File: src/core/cmm_pkg.sv
/*
 * cmm_pkg: memory map, status word layout and sequencing constants for the
 * core control-register block. Assumes a 64 KB byte address space.
 */
package cmm_pkg;
    localparam logic [15:0] VEC_BASE = 16'h0000;
    localparam logic [15:0] VEC_LAST = 16'h003F;
    localparam logic [15:0] VEC_IRQ_FIRST = 16'h0004;
    localparam logic [15:0] VEC_IRQ_LAST = 16'h002E;
    localparam logic [15:0] VEC_TIMER_H1 = 16'h001A;
    localparam logic [15:0] VEC_BREAK = 16'h003E;
    localparam logic [15:0] TCALL_BASE = 16'h0040;
    localparam logic [15:0] TCALL_LAST = 16'h007F;
    localparam logic [15:0] SCALL_BASE = 16'h0800;
    localparam logic [15:0] SCALL_LAST = 16'h0FFF;
    localparam logic [15:0] ROM_END_16K = 16'h3FFF;
    localparam logic [15:0] ROM_END_24K = 16'h5FFF;
    localparam logic [15:0] ROM_END_32K = 16'h7FFF;
    localparam logic [15:0] RAM_BASE_512 = 16'hFD00;
    localparam logic [15:0] RAM_BASE_1K = 16'hFB00;
    localparam logic [15:0] RAM_END = 16'hFEFF;
    localparam logic [15:0] GPR_BASE = 16'hFEE0;
    localparam logic [15:0] SFR_BASE = 16'hFF00;
    localparam logic [7:0] PSW_RESET = 8'h02;
    localparam int PSW_IE = 7;
    localparam int PSW_Z = 6;
    localparam int PSW_BANK_SELECT_HIGH = 5;
    localparam int PSW_AC = 4;
    localparam int PSW_BANK_SELECT_LOW = 3;
    localparam int PSW_ISP = 1;
    localparam int PSW_CY = 0;
    localparam logic [7:0] PSW_WMASK = 8'hFB;
    // axi register byte addresses
    localparam logic [7:0] REG_PC = 8'h00;
    localparam logic [7:0] REG_PSW = 8'h04;
    localparam logic [7:0] REG_SP = 8'h08;
    localparam logic [7:0] REG_CTRL = 8'h0C;
    localparam logic [7:0] REG_STAT = 8'h10;
    localparam logic [7:0] REG_VAR = 8'h14;
    localparam logic [1:0] RESP_OKAY = 2'b00;
    localparam logic [1:0] RESP_SLVERR = 2'b10;
    // cpu operations on the control registers
    typedef enum logic [3:0] {
        CMM_OP_NONE = 4'h0, CMM_OP_ADV = 4'h1, CMM_OP_BRANCH = 4'h2,
        CMM_OP_TCALL = 4'h3, CMM_OP_SCALL = 4'h4, CMM_OP_IRQ = 4'h5,
        CMM_OP_BRK = 4'h6, CMM_OP_PUSHPSW = 4'h7, CMM_OP_POPPSW = 4'h8,
        CMM_OP_RETURN_FROM_INTERRUPT = 4'h9, CMM_OP_EI = 4'hA, CMM_OP_DI = 4'hB,
        CMM_OP_SELRB = 4'hC, CMM_OP_ALU = 4'hD, CMM_OP_PUSH = 4'hE,
        CMM_OP_POP = 4'hF
    } cmm_op_type;
    typedef enum logic [2:0] {
        CMM_ST_RUN = 3'b000, CMM_ST_VLO = 3'b001, CMM_ST_VHI = 3'b011,
        CMM_ST_PUSH = 3'b010, CMM_ST_POP = 3'b110
    } cmm_state_type;
endpackage

File: src/core/cmm_ctrl.sv
/*
 * cmm_ctrl: program counter, status word, stack pointer and address map of
 * the 8-bit core. Assumes a byte-wide memory port that answers a read in
 * the same cycle as mem_req and an outside decoder for the interrupt sources.
 */
// Added by the designer: the address map and the AXI4-Lite register port.
`timescale 1ns/1ns
module cmm_ctrl
    import cmm_pkg::*;
#(
    parameter logic [1:0] ROM_SIZE = 2'd2,
    parameter logic RAM_LARGE = 1'b1
) (
    input wire logic aclk,
    input wire logic aresetn,
    input wire logic [31:0] s_axi_awaddr,
    input wire logic s_axi_awvalid,
    output logic s_axi_awready,
    input wire logic [31:0] s_axi_wdata,
    input wire logic [3:0] s_axi_wstrb,
    input wire logic s_axi_wvalid,
    output logic s_axi_wready,
    output logic [1:0] s_axi_bresp,
    output logic s_axi_bvalid,
    input wire logic s_axi_bready,
    input wire logic [31:0] s_axi_araddr,
    input wire logic s_axi_arvalid,
    output logic s_axi_arready,
    output logic [31:0] s_axi_rdata,
    output logic [1:0] s_axi_rresp,
    output logic s_axi_rvalid,
    input wire logic s_axi_rready,
    input wire logic op_valid,
    input wire cmm_op_type op_code,
    input wire logic [2:0] op_len,
    input wire logic [15:0] op_target,
    input wire logic [4:0] op_index,
    input wire logic [1:0] op_bank,
    input wire logic [7:0] alu_result,
    input wire logic alu_half_carry,
    input wire logic alu_carry,
    input wire logic irq_pending,
    input wire logic irq_low_priority,
    input wire logic [4:0] irq_index,
    output logic irq_accept,
    output logic busy,
    output logic mem_req,
    output logic mem_we,
    output logic [15:0] mem_addr,
    output logic [7:0] mem_wdata,
    input wire logic [7:0] mem_rdata,
    output logic fetch_fault,
    output logic stack_fault,
    output logic sfr_select,
    output logic gpr_select,
    output logic [15:0] program_counter,
    output logic [7:0] program_status_word,
    output logic [15:0] stack_pointer
);
    cmm_state_type state_q, state_d;
    logic [15:0] pc_q, sp_q, vaddr_q;
    logic [7:0] psw_q, vlo_q;
    // word as it stood when the sequence began, so a return restores the enable flag
    logic [7:0] psw_save_q;
    logic sw_hold_q, held_ok_q;
    logic aw_done_q, w_done_q;
    logic [7:0] awaddr_q, araddr_q;
    logic [31:0] wdata_q;
    logic bvalid_q, bok_q, rvalid_q, rok_q;
    logic [31:0] rdata_q;

    // address map decodes
    logic [15:0] rom_end, ram_base;
    assign rom_end = (ROM_SIZE == 2'd0) ? ROM_END_16K :
                     (ROM_SIZE == 2'd1) ? ROM_END_24K : ROM_END_32K;
    assign ram_base = RAM_LARGE ? RAM_BASE_1K : RAM_BASE_512;
    logic in_rom, in_gpr, in_sfr, sp_in_ram, pc_in_ram;
    assign in_rom = pc_q <= rom_end;
    assign in_gpr = mem_addr >= GPR_BASE && mem_addr <= RAM_END;
    assign pc_in_ram = pc_q >= ram_base && pc_q <= RAM_END;
    assign in_sfr = mem_addr >= SFR_BASE;
    assign sp_in_ram = sp_q >= ram_base && sp_q <= RAM_END;

    logic [15:0] irq_vec, tcall_addr;
    assign irq_vec = VEC_IRQ_FIRST + {10'h000, irq_index, 1'b0};
    logic irq_vec_ok;
    assign irq_vec_ok = irq_vec <= VEC_IRQ_LAST;
    assign tcall_addr = TCALL_BASE + {10'h000, op_index, 1'b0};
    logic scall_ok;
    assign scall_ok = op_target >= SCALL_BASE && op_target <= SCALL_LAST;

    logic irq_ok;
    assign irq_ok = irq_pending && psw_q[PSW_IE] && irq_vec_ok &&
                    (psw_q[PSW_ISP] || !irq_low_priority);
    logic run, take_irq;
    assign run = state_q == CMM_ST_RUN && !sw_hold_q;
    assign take_irq = run && irq_ok && (!op_valid || op_code == CMM_OP_NONE);
    assign irq_accept = take_irq;
    assign busy = !run;
    cmm_op_type op;
    assign op = op_valid ? op_code : CMM_OP_NONE;

    always_comb begin
        state_d = state_q;
        mem_req = 1'b0;
        mem_we = 1'b0;
        mem_addr = pc_q;
        mem_wdata = psw_q;
        unique case (state_q)
            CMM_ST_RUN: begin
                if (take_irq || (run && (op == CMM_OP_TCALL || op == CMM_OP_BRK))) begin
                    state_d = CMM_ST_VLO;
                end else if (run && op == CMM_OP_PUSHPSW) begin
                    state_d = CMM_ST_PUSH;
                end else if (run && (op == CMM_OP_POPPSW || op == CMM_OP_RETURN_FROM_INTERRUPT)) begin
                    state_d = CMM_ST_POP;
                end
            end
            // low byte even, high byte odd
            CMM_ST_VLO: begin
                mem_req = 1'b1;
                mem_addr = vaddr_q;
                state_d = CMM_ST_VHI;
            end
            CMM_ST_VHI: begin
                mem_req = 1'b1;
                mem_addr = vaddr_q | 16'h0001;
                state_d = held_ok_q ? CMM_ST_PUSH : CMM_ST_RUN;
            end
            CMM_ST_PUSH: begin
                mem_req = 1'b1;
                mem_we = 1'b1;
                mem_wdata = psw_save_q;
                mem_addr = sp_q - 16'h0001;
                state_d = CMM_ST_RUN;
            end
            CMM_ST_POP: begin
                mem_req = 1'b1;
                mem_addr = sp_q;
                state_d = CMM_ST_RUN;
            end
            default: state_d = CMM_ST_RUN;
        endcase
    end
    assign sfr_select = mem_req && in_sfr;
    assign gpr_select = mem_req && in_gpr;

    logic vlo_now, vhi_now, pop_now;
    assign vlo_now = state_q == CMM_ST_VLO;
    assign vhi_now = state_q == CMM_ST_VHI;
    assign pop_now = state_q == CMM_ST_POP;

    always_ff @(posedge aclk) begin
        if (!aresetn) begin
            state_q <= CMM_ST_VLO;
            vaddr_q <= VEC_BASE;
            held_ok_q <= 1'b0;
            vlo_q <= 8'h00;
            psw_save_q <= PSW_RESET;
        end else begin
            state_q <= state_d;
            if (state_q == CMM_ST_RUN) begin
                psw_save_q <= psw_q;
                vaddr_q <= take_irq ? irq_vec : (op == CMM_OP_BRK) ? VEC_BREAK : tcall_addr;
                held_ok_q <= take_irq || op == CMM_OP_BRK;
            end
            if (vlo_now) begin
                vlo_q <= mem_rdata;
            end
        end
    end

    // program counter
    always_ff @(posedge aclk) begin
        if (!aresetn) begin
            pc_q <= VEC_BASE;
        end else if (vhi_now) begin
            pc_q <= {mem_rdata, vlo_q};
        end else if (run) begin
            unique case (op)
                CMM_OP_ADV, CMM_OP_ALU, CMM_OP_PUSH, CMM_OP_POP, CMM_OP_EI, CMM_OP_DI,
                CMM_OP_SELRB: pc_q <= pc_q + {13'h0000, op_len};
                CMM_OP_BRANCH: pc_q <= op_target;
                CMM_OP_SCALL: pc_q <= scall_ok ? op_target : pc_q;
                default: pc_q <= pc_q;
            endcase
        end
    end

    // status word
    always_ff @(posedge aclk) begin
        if (!aresetn) begin
            psw_q <= PSW_RESET;
        end else if (take_irq) begin
            psw_q[PSW_IE] <= 1'b0;
        end else if (pop_now) begin
            psw_q <= mem_rdata & PSW_WMASK;
        end else if (sw_hold_q && held_ok_q == 1'b0 && w_done_q && aw_done_q &&
                     awaddr_q == REG_PSW && !bvalid_q) begin
            psw_q <= wdata_q[7:0] & PSW_WMASK;
        end else if (run) begin
            unique case (op)
                CMM_OP_EI: psw_q[PSW_IE] <= 1'b1;
                CMM_OP_DI: psw_q[PSW_IE] <= 1'b0;
                CMM_OP_SELRB: begin
                    psw_q[PSW_BANK_SELECT_HIGH] <= op_bank[1];
                    psw_q[PSW_BANK_SELECT_LOW] <= op_bank[0];
                end
                CMM_OP_ALU: begin
                    psw_q[PSW_Z] <= alu_result == 8'h00;
                    psw_q[PSW_AC] <= alu_half_carry;
                    psw_q[PSW_CY] <= alu_carry;
                end
                default: psw_q <= psw_q;
            endcase
        end
    end

    // stack pointer, undefined at reset in the part; held at zero here
    logic sp_wr;
    assign sp_wr = aw_done_q && w_done_q && !bvalid_q && awaddr_q == REG_SP;
    always_ff @(posedge aclk) begin
        if (!aresetn) begin
            sp_q <= 16'h0000;
        end else if (sp_wr) begin
            sp_q <= wdata_q[15:0];
        end else if (state_q == CMM_ST_PUSH) begin
            sp_q <= sp_q - 16'h0001;
        end else if (pop_now || (run && op == CMM_OP_POP)) begin
            sp_q <= sp_q + 16'h0001;
        end else if (run && op == CMM_OP_PUSH) begin
            sp_q <= sp_q - 16'h0001;
        end
    end

    // faults are levels while the offending state lasts, fetch_fault only while busy is low
    assign fetch_fault = !busy && !in_rom && (!pc_in_ram || pc_q >= GPR_BASE);
    assign stack_fault = !sp_in_ram;
    assign program_counter = pc_q;
    assign program_status_word = psw_q;
    assign stack_pointer = sp_q;

    // axi4-lite slave; control reg bit0 holds the sequencer for debug writes
    assign s_axi_awready = !aw_done_q && !bvalid_q;
    assign s_axi_wready = !w_done_q && !bvalid_q;
    assign s_axi_arready = !rvalid_q;
    logic wr_go, wr_known;
    assign wr_go = aw_done_q && w_done_q && !bvalid_q;
    assign wr_known = awaddr_q == REG_PSW || awaddr_q == REG_SP || awaddr_q == REG_CTRL;
    always_ff @(posedge aclk) begin
        if (!aresetn) begin
            aw_done_q <= 1'b0;
            w_done_q <= 1'b0;
            awaddr_q <= 8'h00;
            wdata_q <= 32'h0000_0000;
            bvalid_q <= 1'b0;
            bok_q <= 1'b0;
            sw_hold_q <= 1'b0;
        end else begin
            if (s_axi_awvalid && s_axi_awready) begin
                aw_done_q <= 1'b1;
                awaddr_q <= s_axi_awaddr[7:0];
            end
            if (s_axi_wvalid && s_axi_wready) begin
                w_done_q <= 1'b1;
                wdata_q <= s_axi_wdata;
            end
            if (wr_go) begin
                bvalid_q <= 1'b1;
                bok_q <= wr_known;
                aw_done_q <= 1'b0;
                w_done_q <= 1'b0;
                if (awaddr_q == REG_CTRL) begin
                    sw_hold_q <= wdata_q[0];
                end
            end else if (bvalid_q && s_axi_bready) begin
                bvalid_q <= 1'b0;
            end
        end
    end
    assign s_axi_bvalid = bvalid_q;
    assign s_axi_bresp = bok_q ? RESP_OKAY : RESP_SLVERR;

    logic [31:0] rd_mux;
    logic rd_known;
    assign rd_known = s_axi_araddr[7:0] <= REG_VAR;
    assign rd_mux = (s_axi_araddr[7:0] == REG_PC) ? {16'h0000, pc_q} :
                    (s_axi_araddr[7:0] == REG_PSW) ? {24'h00_0000, psw_q} :
                    (s_axi_araddr[7:0] == REG_SP) ? {16'h0000, sp_q} :
                    (s_axi_araddr[7:0] == REG_CTRL) ? {31'h0000_0000, sw_hold_q} :
                    (s_axi_araddr[7:0] == REG_STAT) ?
                        {26'h000_0000, busy, stack_fault, fetch_fault, state_q} :
                    (s_axi_araddr[7:0] == REG_VAR) ? {29'h0000_0000, RAM_LARGE, ROM_SIZE} :
                    32'h0000_0000;
    always_ff @(posedge aclk) begin
        if (!aresetn) begin
            rvalid_q <= 1'b0;
            rok_q <= 1'b0;
            rdata_q <= 32'h0000_0000;
        end else if (s_axi_arvalid && s_axi_arready) begin
            rvalid_q <= 1'b1;
            rok_q <= rd_known && s_axi_araddr[1:0] == 2'b00;
            rdata_q <= rd_mux;
        end else if (rvalid_q && s_axi_rready) begin
            rvalid_q <= 1'b0;
        end
    end
    assign s_axi_rvalid = rvalid_q;
    assign s_axi_rresp = rok_q ? RESP_OKAY : RESP_SLVERR;
    assign s_axi_rdata = rdata_q;
endmodule

File: config.mk
export PLATFORM = sky130hd
export DESIGN_NAME = cmm_ctrl
export DESIGN_NICKNAME = d
export VERILOG_FILES = /design/src/core/cmm_pkg.sv /design/src/core/cmm_ctrl.sv
export SDC_FILE = /design/constraint.sdc
export NUM_CORES = 1
export LEC_CHECK = 0
export BUFFER_PORTS_ARGS = -buffer_cell sky130_fd_sc_hd__buf_2
export CAP_MARGIN = 0
export CORE_MARGIN = 4
export CORE_UTILIZATION = 54
export DETAILED_ROUTE_END_ITERATION = 10
export PLACE_DENSITY = 0.87
export SYNTH_ARGS = -nofsm -noshare
export SYNTH_HDL_FRONTEND = slang
export SYNTH_SLANG_ARGS = --single-unit
File: constraint.sdc
create_clock -name aclk -period 4.79 [get_ports aclk]
set_input_delay 0.2395 -clock aclk [delete_from_list [all_inputs] [get_ports aclk]]
set_output_delay 0.2395 -clock aclk [all_outputs]
set_load 0.03 [all_outputs]
# Yosys cells after proc, flatten, opt, wreduce, memory -nomap -nowiden

Cells that the tools add are included.

Add/subtract/negate cells: 5
Multiply operators: 0
Div/mod/pow operators: 0
Magnitude comparators: 13
Equal/unequal tests: 28
Shift-type cells: 0
Mux-type cells: 41
Bitwise logic cells: 3
Reductions and logical operators: 81

Operators with widths:

| operator                                                                | count |
|---|---|
| 16-bit 2-to-1 mux                                                       | 10 |
| 16-bit >= comparator, second input constant                             | 5 |
| 16-bit one-hot mux with 4 select lines                                  | 1 |
| 16-bit <= comparator, second input constant                             | 3 |
| 8-bit 2-to-1 mux                                                        | 6 |
| 16-bit one-hot mux with 3 select lines                                  | 1 |
| 1-bit logical AND                                                       | 35 |
| 4-bit == test, second input constant                                    | 8 |
| 8-bit by 4-bit == test with 1-bit output, second input constant         | 4 |
| 16-bit by 1-bit adder with 16-bit output, second input constant         | 1 |
| 16-bit by 3-bit adder with 16-bit output                                | 1 |
| 8-bit by 3-bit == test with 1-bit output, second input constant         | 2 |
| 8-bit by 5-bit == test with 1-bit output, second input constant         | 2 |
| 16-bit by 12-bit >= comparator with 1-bit output, second input constant | 1 |
| 16-bit by 12-bit <= comparator with 1-bit output, second input constant | 1 |
| 16-bit by 15-bit <= comparator with 1-bit output, second input constant | 1 |
| 8-bit zero test                                                         | 2 |
| 16-bit by 1-bit subtractor with 16-bit output, second input constant    | 1 |
| 4-bit by 3-bit == test with 1-bit output, second input constant         | 3 |
| 3-bit 2-to-1 mux                                                        | 4 |
| 6-bit 2-to-1 mux                                                        | 2 |
| 4-bit nonzero test                                                      | 3 |
| 1-bit zero test                                                         | 11 |
| 1-bit 2-to-1 mux                                                        | 11 |
| other kinds (27)                                                        | 52 |

Register bits: 139
Latch bits: 0
Memory bits (writable): 0
Bits in read-only memories: 0
Bits of input ports: 163
Output and inout bits: 113
Word-level logic and storage cells: 192
Memories kept: 0

# Depth between registers and ports, before layout

Gate-level depths: netlist of run 1.

Depth after elaboration: 10
Gate-level depth with buffers: 9
Depth with buffers taken out: 9

# Worst setup path after synthesis of run 1

OpenSTA, ideal clock, no wires.

Kind: register -> output
From: register sp_q[3], in the netlist stack_pointer[3]
To: output gpr_select
Data arrival time: 2.848 ns
Data required time: 4.550 ns
Setup slack: 1.702 ns
Stages on the path, launching flop included: 9
Buffers on the path: 2
Path through: dfxtp_1 > clkbuf_1 > or4_1 > buf_2 > nor3_1 > xnor2_1 > o21ai_0 > nand3_1 > nor3b_2

Longest elaborated chain between the ends: 5
Elaborated cells between the ends (all ways): 6
Those cells by class: add/sub: 1; order compare: 2; mux: 1; reduce/logical: 2

RTL lines:

| what                                                         | line            | text |
|---|---|---|
| start, declared                                              | cmm_ctrl.sv:61  | `logic [15:0] pc_q, sp_q, vaddr_q;` |
| start signal, assigned                                       | cmm_ctrl.sv:226 | `sp_q <= wdata_q[15:0];` |
| start signal, assigned                                       | cmm_ctrl.sv:228 | `sp_q <= sp_q - 16'h0001;` |
| start signal, assigned                                       | cmm_ctrl.sv:230 | `sp_q <= sp_q + 16'h0001;` |
| 16-bit by 1-bit subtractor with 16-bit output *              | cmm_ctrl.sv:134 | `mem_addr = sp_q - 16'h0001;` |
| 16-bit one-hot mux with 4 select lines *                     | cmm_ctrl.sv:109 | `unique case (state_q)` |
| named net mem_addr[7]                                        | cmm_ctrl.sv:49  | `output logic [15:0] mem_addr,` |
| 16-bit >= comparator or 16-bit <= comparator (tied branches) | cmm_ctrl.sv:79  | `assign in_gpr = mem_addr >= GPR_BASE && mem_addr <= RAM_END;` |
| 1-bit logical AND *                                          | cmm_ctrl.sv:79  |  |
| 1-bit logical AND *                                          | cmm_ctrl.sv:146 | `assign gpr_select = mem_req && in_gpr;` |
| end, declared                                                | cmm_ctrl.sv:55  | `output logic gpr_select,` |

The timed path passes the listed nets; every way through them passes the cells marked *.

# Worst setup path after layout of run 1

From: register sp_q[0], in the netlist stack_pointer[0]
To: output sfr_select

Longest elaborated chain between the ends: 4

RTL lines:

| what                                          | line            | text |
|---|---|---|
| 16-bit by 1-bit subtractor with 16-bit output | cmm_ctrl.sv:134 |  |
| 16-bit one-hot mux with 4 select lines *      | cmm_ctrl.sv:109 |  |
| 16-bit >= comparator *                        | cmm_ctrl.sv:81  | `assign in_sfr = mem_addr >= SFR_BASE;` |
| 1-bit logical AND *                           | cmm_ctrl.sv:145 | `assign sfr_select = mem_req && in_sfr;` |
| end, declared                                 | cmm_ctrl.sv:54  | `output logic sfr_select,` |

Mark *: on every way between the ends. The rest lies on a longest branch, timed or not.

==> out/qor.yml, run 1 <==
outcome: "completed"
rrSetupSlack_ps: 1840
async_reset_ff_frac: 0
vias: 7696
syn_area_sq_mm: 0.00706
cts_tree: "yes"
drt.antenna.violating_nets: 0
synth-edff-count: 0
yosys_warnings: 0
worst_ir_drop_vdd_mv: 0.173
setup_violations: 0
hp-class: "input port to flip-flop"
worstMarginPinSlew_ps: 1130
drc_errors: 0
regToRegEndpoint: "program_counter[1]"
netlist.area_leader.share: 0.315
vias_per_cell: 6.10
cp_max_fo: 9
fmax_ghz: 0.285
seq_area_frac_synth: 0.315
maxCapViolations: 0
p_seq_frac: 0.406
holdPathEnd: "s_axi_rvalid"
grt_pass1_wl_um: 36300
fillers: 1166
cts_resized: 0
grt_pass1_vias: 6969
startpoint_type: "flip-flop"
clkPwrFrac: 0.295
place.gp.congestion: 1.01
synth_area_leaders: "dfxtp_1 (31%), nand2_1 (8.4%), a21oi_1 (6.3%), xnor2_1 (4.2%), o21ai_0 (3.8%)"
critPathCaptureType: "primary output"
drt_iter0_drc: 668
synth_cells: 950
totalWireLength_um: 23600
dp_slack_ps: 1690
drive_above_1_share: 0.231
worstPathArrival_ps: 3260
setup_ws_ps: 1290
power_leakage_nw: 3.46
switching_power_w: 0.000946
power_density_mw_per_mm2: 323
cts_setup_buffers: 0
finalCritPeriodShare: 0.731
utilization: 0.648
dieArea_sq_mm: 0.0150
combPwrFrac: 0.298
synth.distinct_cells: 72
ctsHoldBuffers: 0
slew_viol_final: 0
fin_nets: 1253
initial_utilization: 0.555
areaGrowthSynthToFinish_pct: 16.6
rows: 41
grt_max_degree: 62
yosysMostFrequentCell: "nand2_1"
seq_area_sq_mm: 0.00222
clk_path_buf_depth: 2
timing.setup.critical_path_class: "flip-flop to primary output"
path_clk_slew_ps: 70
clk_latency_ps: 360
setup-tns-final_ps: 0
cts_root_buf: "clkbuf_16"
synth-seq-cells: 111
synthFlopType: "dfxtp_1"
hold_ws_ps: 67.8
grt-ovfl-total: 0
r2r_start: "state_q[1]"
critPathRequiredTime_ps: 4550
ys_top_cells_by_count: "nand2_1 (158), dfxtp_1 (111), a21oi_1 (89)"
io_buffer_count: 187
hold_viol: 0
grt_usage: 0.305
reg2regPathDepth: 7
min_path_cells: 2
core_sq_mm: 0.0127
switching_share: 0.355
htree_num_levels: 3
cts_made_buffers: 9
finalPower_w: 0.00266
cts_sinks: 111
avgSynthCellArea_sq_um: 7.44
yosysTopAreaCell: "dfxtp_1"
internal-power_w: 0.00172
dp_hpwl_um: 17400
clock_skew_ps: 6.82
antenna_found_initial: 0
relSlewSlack: 0.247
worstHoldStart: "s_axi_rready"
period_needed_ps: 3500
detail_route.first_pass.iterations: 5
avgRoutedWirePerCell_um: 18.7
die_h_um: 122
multi_input_area_sq_mm: 0.00439
rsz0062_at_grt: "no"
io-pin-count: 276
fp.dieW_um: 122
metal layers:
| metal | global-route usage | up-vias | wire [um] |
|---|---|---|---|
| li1 | - | 3630 | - |
| met3 | 0.0599 | 65 | 2310 |
| met2 | 0.476 | 426 | 10900 |
| met5 | 0 | - | 0 |
| met4 | 0.116 | 0 | 742 |
| met1 | 0.417 | 3575 | 9670 |
how the worst max path moves through the flow:
stage,endpoint,from,depth (start not counted),slack (ps)
floorplan,gpr_select,stack_pointer[3],8,1700
global placement,sfr_select,stack_pointer[0],8,1680
detailed placement,sfr_select,stack_pointer[0],8,1690
CTS,sfr_select,stack_pointer[0],8,1290
global route,mem_addr[8],stack_pointer[0],8,1120
finish,sfr_select,stack_pointer[0],8,1290
state kept, by name (all words and copies together) (netlist names), 7 cells and up:
signal               cells
s_axi_rdata             16
psw_save_q               7
stack_pointer           16
program_status_word      7
vlo_q                    8
program_counter         16
awaddr_q                 8
wdata_q                 16
stage by stage:
stage               cells  cell area, sq um
global route         1260              8240
detailed placement   1244              7930
floorplan             969              7140
finish               1261              8240
global placement     1244              7930
CTS                  1260              8240
power by group through the flow:
| stage | Sequential, W | Combinational, W | Clock [W] |
|---|---|---|---|
| 2_1_floorplan | 0.00110 | 0.000557 | 0 |
| 3_3_place_gp | 0.00110 | 0.000773 | 0 |
| 3_5_place_dp | 0.00110 | 0.000781 | 0 |
| 4_1_cts | 0.00108 | 0.000786 | 0.000791 |
| 5_1_grt | 0.00109 | 0.000860 | 0.000824 |
| 6_report | 0.00108 | 0.000794 | 0.000785 |
cell type report:
cell class                 count  share of cell area
tap                          172              0.0261
sequential                   111               0.270
clock inverter                 3             0.00486
antenna                        1            0.000304
inverter                      24              0.0109
timing repair buffer         197               0.123
clock buffer                  13              0.0328
multi-input combinational    740               0.533
critical path, cell delays in order, from the launching register on:
cell and delay, ps:
dfxtp_1 400, inv_1 150, ha_1 220, or4b_2 690, nor4_1 340, mux2_2 370
a21oi_1 360, and2_1 190, buf_2 190
placed cells by master, fill, tap and decap left out, types with 6 or more instances in the layout:
cell type,Yosys,final
mux2i_1,22,22
nand2b_1,7,7
o21ai_0,54,54
inv_1,23,22
o22ai_1,9,9
dfxtp_1,111,111
and3_1,8,8
nand2_1,158,158
a221oi_1,13,13
a211o_1,7,7
nand3_1,28,28
buf_2,5,187
mux2_2,12,12
o21ai_1,10,10
nand4_1,15,15
o2111ai_1,9,9
nor2b_1,8,8
nor3_1,25,25
clkbuf_16,0,9
a211oi_1,8,8
or2_2,8,8
a21oi_1,89,89
ha_1,6,6
nor4_1,14,14
conb_1,1,20
xnor2_1,34,34
xor2_1,8,8
nor2_1,63,63
buf_4,20,10
and2_1,8,8
a22oi_1,9,9
cells by family after synthesis:
| logic type | count (synthesis) | synth area share |
|---|---|---|
| adders and majority gates | 7 | 0.0135 |
| DFF | 111 | 0.315 |
| other | 1 | 0.000531 |
| xor gates and xnor gates | 42 | 0.0521 |
| and+or+nand+nor | 387 | 0.274 |
| AOI/OAI and AO/OA | 250 | 0.221 |
| muxes | 34 | 0.0503 |
| buffers and inverters | 118 | 0.0742 |
(Power assumes the default switching activity.)
==> inputs of run 2 (changes only) <==
- ABC_AREA: unset -> 1
- CORE_UTILIZATION: 54 -> 46
- PLACE_DENSITY: 0.87 -> 0.78
- clock period: 4.79 -> 3 ns (I/O delays scaled with it)
==> run 2 against run 1 <==
  * Sequential share of layout area is 1.5 points lower
  * Routed wire length is 7.5% higher
  * Setup slack worse by 890 ps
  * Cell count is 26% higher
  * Global-route usage is 3.7 points lower
  * Synthesized cell count is 27% higher
  * Critical path type unchanged
  * Highest routed layer unchanged
==> out/qor.yml, run 2 <==
critPathCaptureType: "primary output"  # unchanged
critical_path.slowest_cell: "dfxtp_1"  # was or4b_2
use_met2: 0.403  # was 0.476
vias: 8577  # was 7696
cts_sinks: 111  # unchanged
synth-edff-count: 0  # unchanged
cts_resized: 0  # unchanged
cpMostUsedCell: "o21ai_0"
synth-seq-cells: 111  # unchanged
cts_root_buf: "clkbuf_16"  # unchanged
grt_max_degree: 58  # was 62
grt_pass1_wl_um: 39000  # was 36300 um
max_stage_delay_ps: 470  # was 690 ps
synth_area_leaders: "dfxtp_1 (30%), nand2_1 (13%), nor2_1 (8.9%), inv_1 (6.7%), o21ai_0 (6.2%)"  # was dfxtp_1 (31%), nand2_1 (8.4%), a21oi_1 (6.3%), xnor2_1 (4.2%), o21ai_0 (3.8%)
die_h_um: 135  # was 122 um
dp_hpwl_um: 20000  # was 17400 um
startpoint_type: "flip-flop"  # unchanged
clk_path_buf_depth: 2  # unchanged
period_needed_ps: 2600
synth.distinct_cells: 46  # was 72
fin_nets: 1532  # was 1253
fp.dieW_um: 135  # was 122 um
cts_tree: "yes"  # unchanged
io-pin-count: 276  # unchanged
power_density_mw_per_mm2: 576  # was 323 mW/mm^2
cts_made_buffers: 9  # unchanged
multi_input_area_sq_mm: 0.00433  # was 0.00439 sq mm
critPathRequiredTime_ps: 2850  # was 4550 ps
utilization: 0.549  # was 0.648
hold_viol: 0  # unchanged
drive_above_1_share: 0.189  # was 0.231
drc_errors: 0  # unchanged
slew_viol_final: 0  # unchanged
fmax_ghz: 0.384
avgRoutedWirePerCell_um: 16.0  # was 18.7 um
rows: 46  # was 41
use_met1: 0.384  # was 0.417
grt_util_met3: 0.0427  # was 0.0599
syn_area_sq_mm: 0.00745  # was 0.00706 sq mm
worstMarginPinSlew_ps: 1130  # about the same
initial_utilization: 0.469  # was 0.555
drt_iter0_drc: 710  # was 668
finalCritPeriodShare: 0.868
timing.setup.critical_path_class: "flip-flop to primary output"  # unchanged
path_clk_slew_ps: 80  # was 70 ps
path_cells: "nand2_2 > nor2_2 > clkinv_1 > o21ai_0 > a21oi_1 > o21ai_0 > buf_2"  # was inv_1 > ha_1 > or4b_2 > nor4_1 > mux2_2 > a21oi_1 > and2_1 > buf_2
detail_route.first_pass.iterations: 6  # was 5
areaGrowthSynthToFinish_pct: 17.1  # was 16.6%
relSlewSlack: 0.247  # about the same
netlist.area_leader.share: 0.298  # was 0.315
async_reset_ff_frac: 0  # unchanged
dieArea_sq_mm: 0.0183  # was 0.0150 sq mm
place.gp.congestion: 0.968  # was 1.01
yosysMostFrequentCell: "nand2_1"  # unchanged
avgSynthCellArea_sq_um: 6.18  # was 7.44 sq um
drt.antenna.violating_nets: 0  # unchanged
yosysTopAreaCell: "dfxtp_1"  # unchanged
diodes: 0  # was 1
ctsHoldBuffers: 0  # unchanged
grt_usage: 0.268  # was 0.305
htree_num_levels: 3  # unchanged
power_leakage_nw: 4.33  # was 3.46 nW
totalWireLength_um: 25400  # was 23600 um
cts_setup_buffers: 0  # unchanged
maxCapViolations: 0  # unchanged
final_cell_mix: "nand2_1 (263), buf_2 (187), nor2_1 (176), inv_1 (133), dfxtp_1 (110)"  # was buf_2 (187), nand2_1 (158), dfxtp_1 (111), a21oi_1 (89), nor2_1 (63)
hp-class: "input port to flip-flop"  # unchanged
rsz0062_at_grt: "no"  # unchanged
clock_skew_ps: 10.5  # was 6.82 ps
fillers: 1640  # was 1166
outcome: "completed"  # unchanged
vias_per_cell: 5.42  # was 6.10
seq_area_frac_synth: 0.298  # was 0.315
io_buffer_count: 187  # unchanged
grt-ovfl-total: 0  # unchanged
cp_top_family: "simple AND/OR/NAND/NOR gates"  # unchanged
synthFlopType: "dfxtp_1"  # unchanged
antenna_found_initial: 0  # unchanged
grt_pass1_vias: 7465  # was 6969
synth_cells: 1206  # was 950
setup_violations: 0  # unchanged
seq_area_sq_mm: 0.00222  # about the same
ys_top_cells_by_count: "nand2_1 (263), nor2_1 (177), inv_1 (134)"  # was nand2_1 (158), dfxtp_1 (111), a21oi_1 (89)
cp_max_fo: 13  # was 9
worstPathArrival_ps: 2450  # was 3260 ps
setup-tns-final_ps: 0  # unchanged
core_sq_mm: 0.0159  # was 0.0127 sq mm
worst_ir_drop_vdd_mv: 0.301  # was 0.173 mV
final_common_cell: "nand2_1"  # was buf_2
busiest_layer: "met2"  # unchanged
yosys_warnings: 0  # unchanged
crit_buf_inv: 2  # unchanged
clk_latency_ps: 360  # about the same
==> run 2: final cells by class <==
cell class              count  area share
repair buffers            199       0.118
inverters                 148      0.0640
clock inverters             6     0.00889
clock buffers              10      0.0274
flip-flops and latches    111       0.255
well taps                 216      0.0310
multi-input cells         893       0.496
==> run 2: path summary, 6_finish.rpt <==
kind	start	endpoint	slack, ps	depth (start not counted)
worst min-delay path	s_axi_wdata[11]	wdata_q[11]	40	3
worst max register to register	program_counter[1]	program_counter[14]	640	10
worst min register to register	vlo_q[3]	vlo_q[3]	450	2
worst max-delay path	state_q[1]	mem_addr[1]	400	7
==> run 2: where the power goes <==
group          switching [W]  internal, W  total [W]  leakage (nW)
Sequential          0.000192      0.00163    0.00183         0.911
Combinational        0.00133     0.000574    0.00190          3.27
Clock               0.000612     0.000687    0.00130         0.153
Total                0.00213      0.00290    0.00503          4.33
==> run 2: worst register-to-register path, stage by stage (launching register included) <==
cell and delay [ps]:
dfxtp_1 460, inv_1 120, fa_1 440, o21ai_1 430, nand3_1 200, inv_1 130, nand2_1 60, nand2_1 60
nand3_1 90, a21oi_1 180, nor2_1 50
==> run 2: stage by stage <==
stage	instance area [sq um]	cells	hold WS (ps)	total power, W	worst slack [ps]
after floorplan	7520	1225	288	0.00318	276
after global placement	8410	1567	400	0.00371	659
after detailed placement	8410	1567	408	0.00372	637
after CTS	8720	1583	32.5	0.00502	235
after global routing	8730	1583	53.9	0.00532	42.3
final	8730	1583	39.5	0.00503	395
==> run 2: routing by layer <==
metal | up-vias | wire (um) | share of wire
met5 | - | 0 | 0
met4 | 0 | 929 | 0.037
met3 | 66 | 2490 | 0.098
met2 | 445 | 10800 | 0.43
met1 | 3849 | 11100 | 0.44
li1 | 4217 | - | -
==> run 2: logic make-up (layout without fill, tap and decap cells) <==
| family | count (synthesis) | after routing | share of synthesized area |
|---|---|---|---|
| adders and majority gates | 7 | 7 | 0.0128 |
| buffers and inverters | 221 | 363 | 0.131 |
| DFF | 111 | 111 | 0.298 |
| AOI/OAI and AO/OA | 254 | 254 | 0.193 |
| xor gates and xnor gates | 17 | 17 | 0.0200 |
| and+or+nand+nor | 595 | 595 | 0.345 |
| other | 1 | 20 | 0.000503 |
==> inputs of run 3 (changes only) <==
- BUFFER_PORTS_ARGS: -buffer_cell sky130_fd_sc_hd__buf_2 -> unset
- CORE_UTILIZATION: 46 -> 54
- DONT_BUFFER_PORTS: unset -> 1
- PLACE_DENSITY: 0.78 -> 0.72
==> run 3 against run 2 <==
  * Flip-flop and latch count stayed put
  * Largest cell class unchanged
  * Power is 3.1% lower
  * First-iteration DRC count is 22% higher
  * Worst hold slack worse by 33 ps
  * Clock power is 8% lower
  * Global-route usage is 4.6 points higher
  * Clock skew is 1.2 ps lower
  * Routed wire length hardly changed
  * Sequential share of layout area is 1.2 points higher
  * Via count is 4.1% lower
  * Register-to-register slack hardly changed
==> out/qor.yml, run 3 (synthesis results as in run 2) <==
relSlewSlack: 0.181  # was 0.247
worstPathArrival_ps: 2650  # was 2450 ps
fmax_ghz: 0.358  # was 0.384 GHz
core_sq_mm: 0.0134  # was 0.0159 sq mm
areaGrowthSynthToFinish_pct: 11.9  # was 17.1%
internal-power_w: 0.00279  # was 0.00290 W
diodes: 0  # unchanged
drt_iter0_drc: 865  # was 710
reg2regPathDepth: 6  # was 10
startpoint_type: "flip-flop"  # unchanged
finalCritPeriodShare: 0.932  # was 0.868
drc_errors: 0  # unchanged
grt_pass1_wl_um: 40000  # was 39000 um
initial_utilization: 0.556  # was 0.469
antenna_found_initial: 0  # unchanged
min_path_cells: 4  # was 3
combPwrFrac: 0.368  # was 0.378
hold_ws_ps: 6.13  # was 39.5 ps
max_stage_delay_ps: 850  # was 470 ps
slew_viol_final: 0  # unchanged
regToRegEndpoint: "program_counter[14]"  # unchanged
cp_max_fo: 18  # was 13
worst_ir_drop_vdd_mv: 0.409  # was 0.301 mV
outcome: "completed"  # unchanged
vias: 8226  # was 8577
die_h_um: 125  # was 135 um
crit_buf_inv: 2  # unchanged
place.gp.congestion: 0.958  # was 0.968
vias_per_cell: 5.76  # was 5.42
rsz0062_at_grt: "no"  # unchanged
path_clk_slew_ps: 80  # about the same
worstMarginPinSlew_ps: 1230  # was 1130 ps
maxCapViolations: 0  # unchanged
dp_hpwl_um: 18800  # was 20000 um
grt_max_degree: 79  # was 58
final_common_cell: "nand2_1"  # unchanged
fin_nets: 1416  # was 1532
rrSetupSlack_ps: 650  # was 640 ps
dp_slack_ps: 638  # was 637 ps
drive_above_1_share: 0.0863  # was 0.189
setup_ws_ps: 203  # was 395 ps
htree_num_levels: 3  # unchanged
r2r_start: "state_q[2]"  # was program_counter[1]
io-pin-count: 276  # unchanged
fp.dieW_um: 125  # was 135 um
worstSetupEndpoint: "mem_addr[0]"  # was mem_addr[1]
dieArea_sq_mm: 0.0157  # was 0.0183 sq mm
path_cells: "nor3_2 > inv_2 > o2111ai_1 > buf_4"  # was nand2_2 > nor2_2 > clkinv_1 > o21ai_0 > a21oi_1 > o21ai_0 > buf_2
timing.setup.critical_path_class: "flip-flop to primary output"  # unchanged
cts_tree: "yes"  # unchanged
p_seq_frac: 0.386  # was 0.363
switching_share: 0.427  # was 0.424
clock_skew_ps: 9.37  # was 10.5 ps
final_cell_mix: "nand2_1 (263), nor2_1 (176), inv_1 (134), dfxtp_1 (111), o21ai_0 (92)"  # was nand2_1 (263), buf_2 (187), nor2_1 (176), inv_1 (133), dfxtp_1 (110)
cts_root_buf: "clkbuf_16"  # unchanged
power_density_mw_per_mm2: 584  # was 576 mW/mm^2
cp_top_family: "simple AND/OR/NAND/NOR gates"  # unchanged
grt_pass1_vias: 7388  # was 7465
grt-ovfl-total: 0  # unchanged
critPathRequiredTime_ps: 2850  # about the same
power_leakage_nw: 3.83  # was 4.33 nW
switching_power_w: 0.00208  # was 0.00213 W
period_needed_ps: 2800  # was 2600 ps
rows: 42  # was 46
clk_latency_ps: 360  # about the same
critPathCaptureType: "primary output"  # unchanged
setup-tns-final_ps: 0  # unchanged
cts_made_buffers: 9  # unchanged
avgRoutedWirePerCell_um: 17.8  # was 16.0 um
critical_path.slowest_cell: "nor3_2"  # was dfxtp_1
crit_start: "state_q[2]"  # was state_q[1]
grt_usage: 0.314  # was 0.268
drt.antenna.violating_nets: 0  # unchanged
totalWireLength_um: 25300  # was 25400 um
hp-class: "input port to flip-flop"  # unchanged
clk_path_buf_depth: 2  # unchanged
hold_viol: 0  # unchanged
cp.depth: 4  # was 7
cts_sinks: 111  # unchanged
clkPwrFrac: 0.245  # was 0.258
detail_route.first_pass.iterations: 7  # was 6
io_buffer_count: 0  # was 187
setup_violations: 0  # unchanged
-- run 3: layer usage --
metal,part of all wire,global-route usage,vias up
met5,0,0,-
met4,0.025,0.0925,0
met3,0.11,0.0832,55
met2,0.44,0.474,478
met1,0.42,0.440,3709
li1,-,-,3984
-- run 3: worst reg2reg max path, cell delays in order (launching register included) --
cell and delay, ps:
dfxtp_1 540, nor3_2 850, inv_2 380, nand3_1 190, nand2_1 60, a21oi_1 120
nor2_1 50
-- run 3: cell type report --
type,count,area (sq um)
well taps,176,220
fillers,1336,5060
clock buffers,11,243
multi-input cells,893,4330
repair buffers,83,723
flip-flops and latches,111,2220
clock inverters,5,40.0
inverters,148,558
-- run 3: what timing repair did --
action                    CTS  global route
hold buffers               33             0
buffers inserted            0             0
hold endpoints to repair   82             0
gates resized for setup     0             0
-- run 3: how the worst min path moves through the flow --
stage                       startpoint                endpoint  slack [ps]
after floorplan           mem_rdata[1]  program_status_word[1]         290
after global placement         aresetn              state_q[0]         260
after detailed placement       aresetn              state_q[0]         260
after CTS                 mem_rdata[0]                vlo_q[0]         0.2
after global routing       op_index[0]              vaddr_q[1]           5
final                          aresetn       stack_pointer[13]           6
-- run 3: power by group through the flow --
stage	logic (W)	registers, W	clock network (W)
finish	0.00179	0.00188	0.00119
global route	0.00198	0.00190	0.00126
CTS	0.00176	0.00188	0.00121
detailed placement	0.00170	0.00191	0
global placement	0.00169	0.00191	0
floorplan	0.00128	0.00190	0
-- run 3: per-stage QoR --
stage	cells	total power [W]	util	cell area [sq um]
detailed placement	1378	0.00361	0.575	7710
global placement	1378	0.00359	0.575	7710
CTS	1427	0.00485	0.622	8340
global route	1427	0.00514	0.622	8340
finish	1427	0.00487	0.622	8340
floorplan	1225	0.00318	-	7520
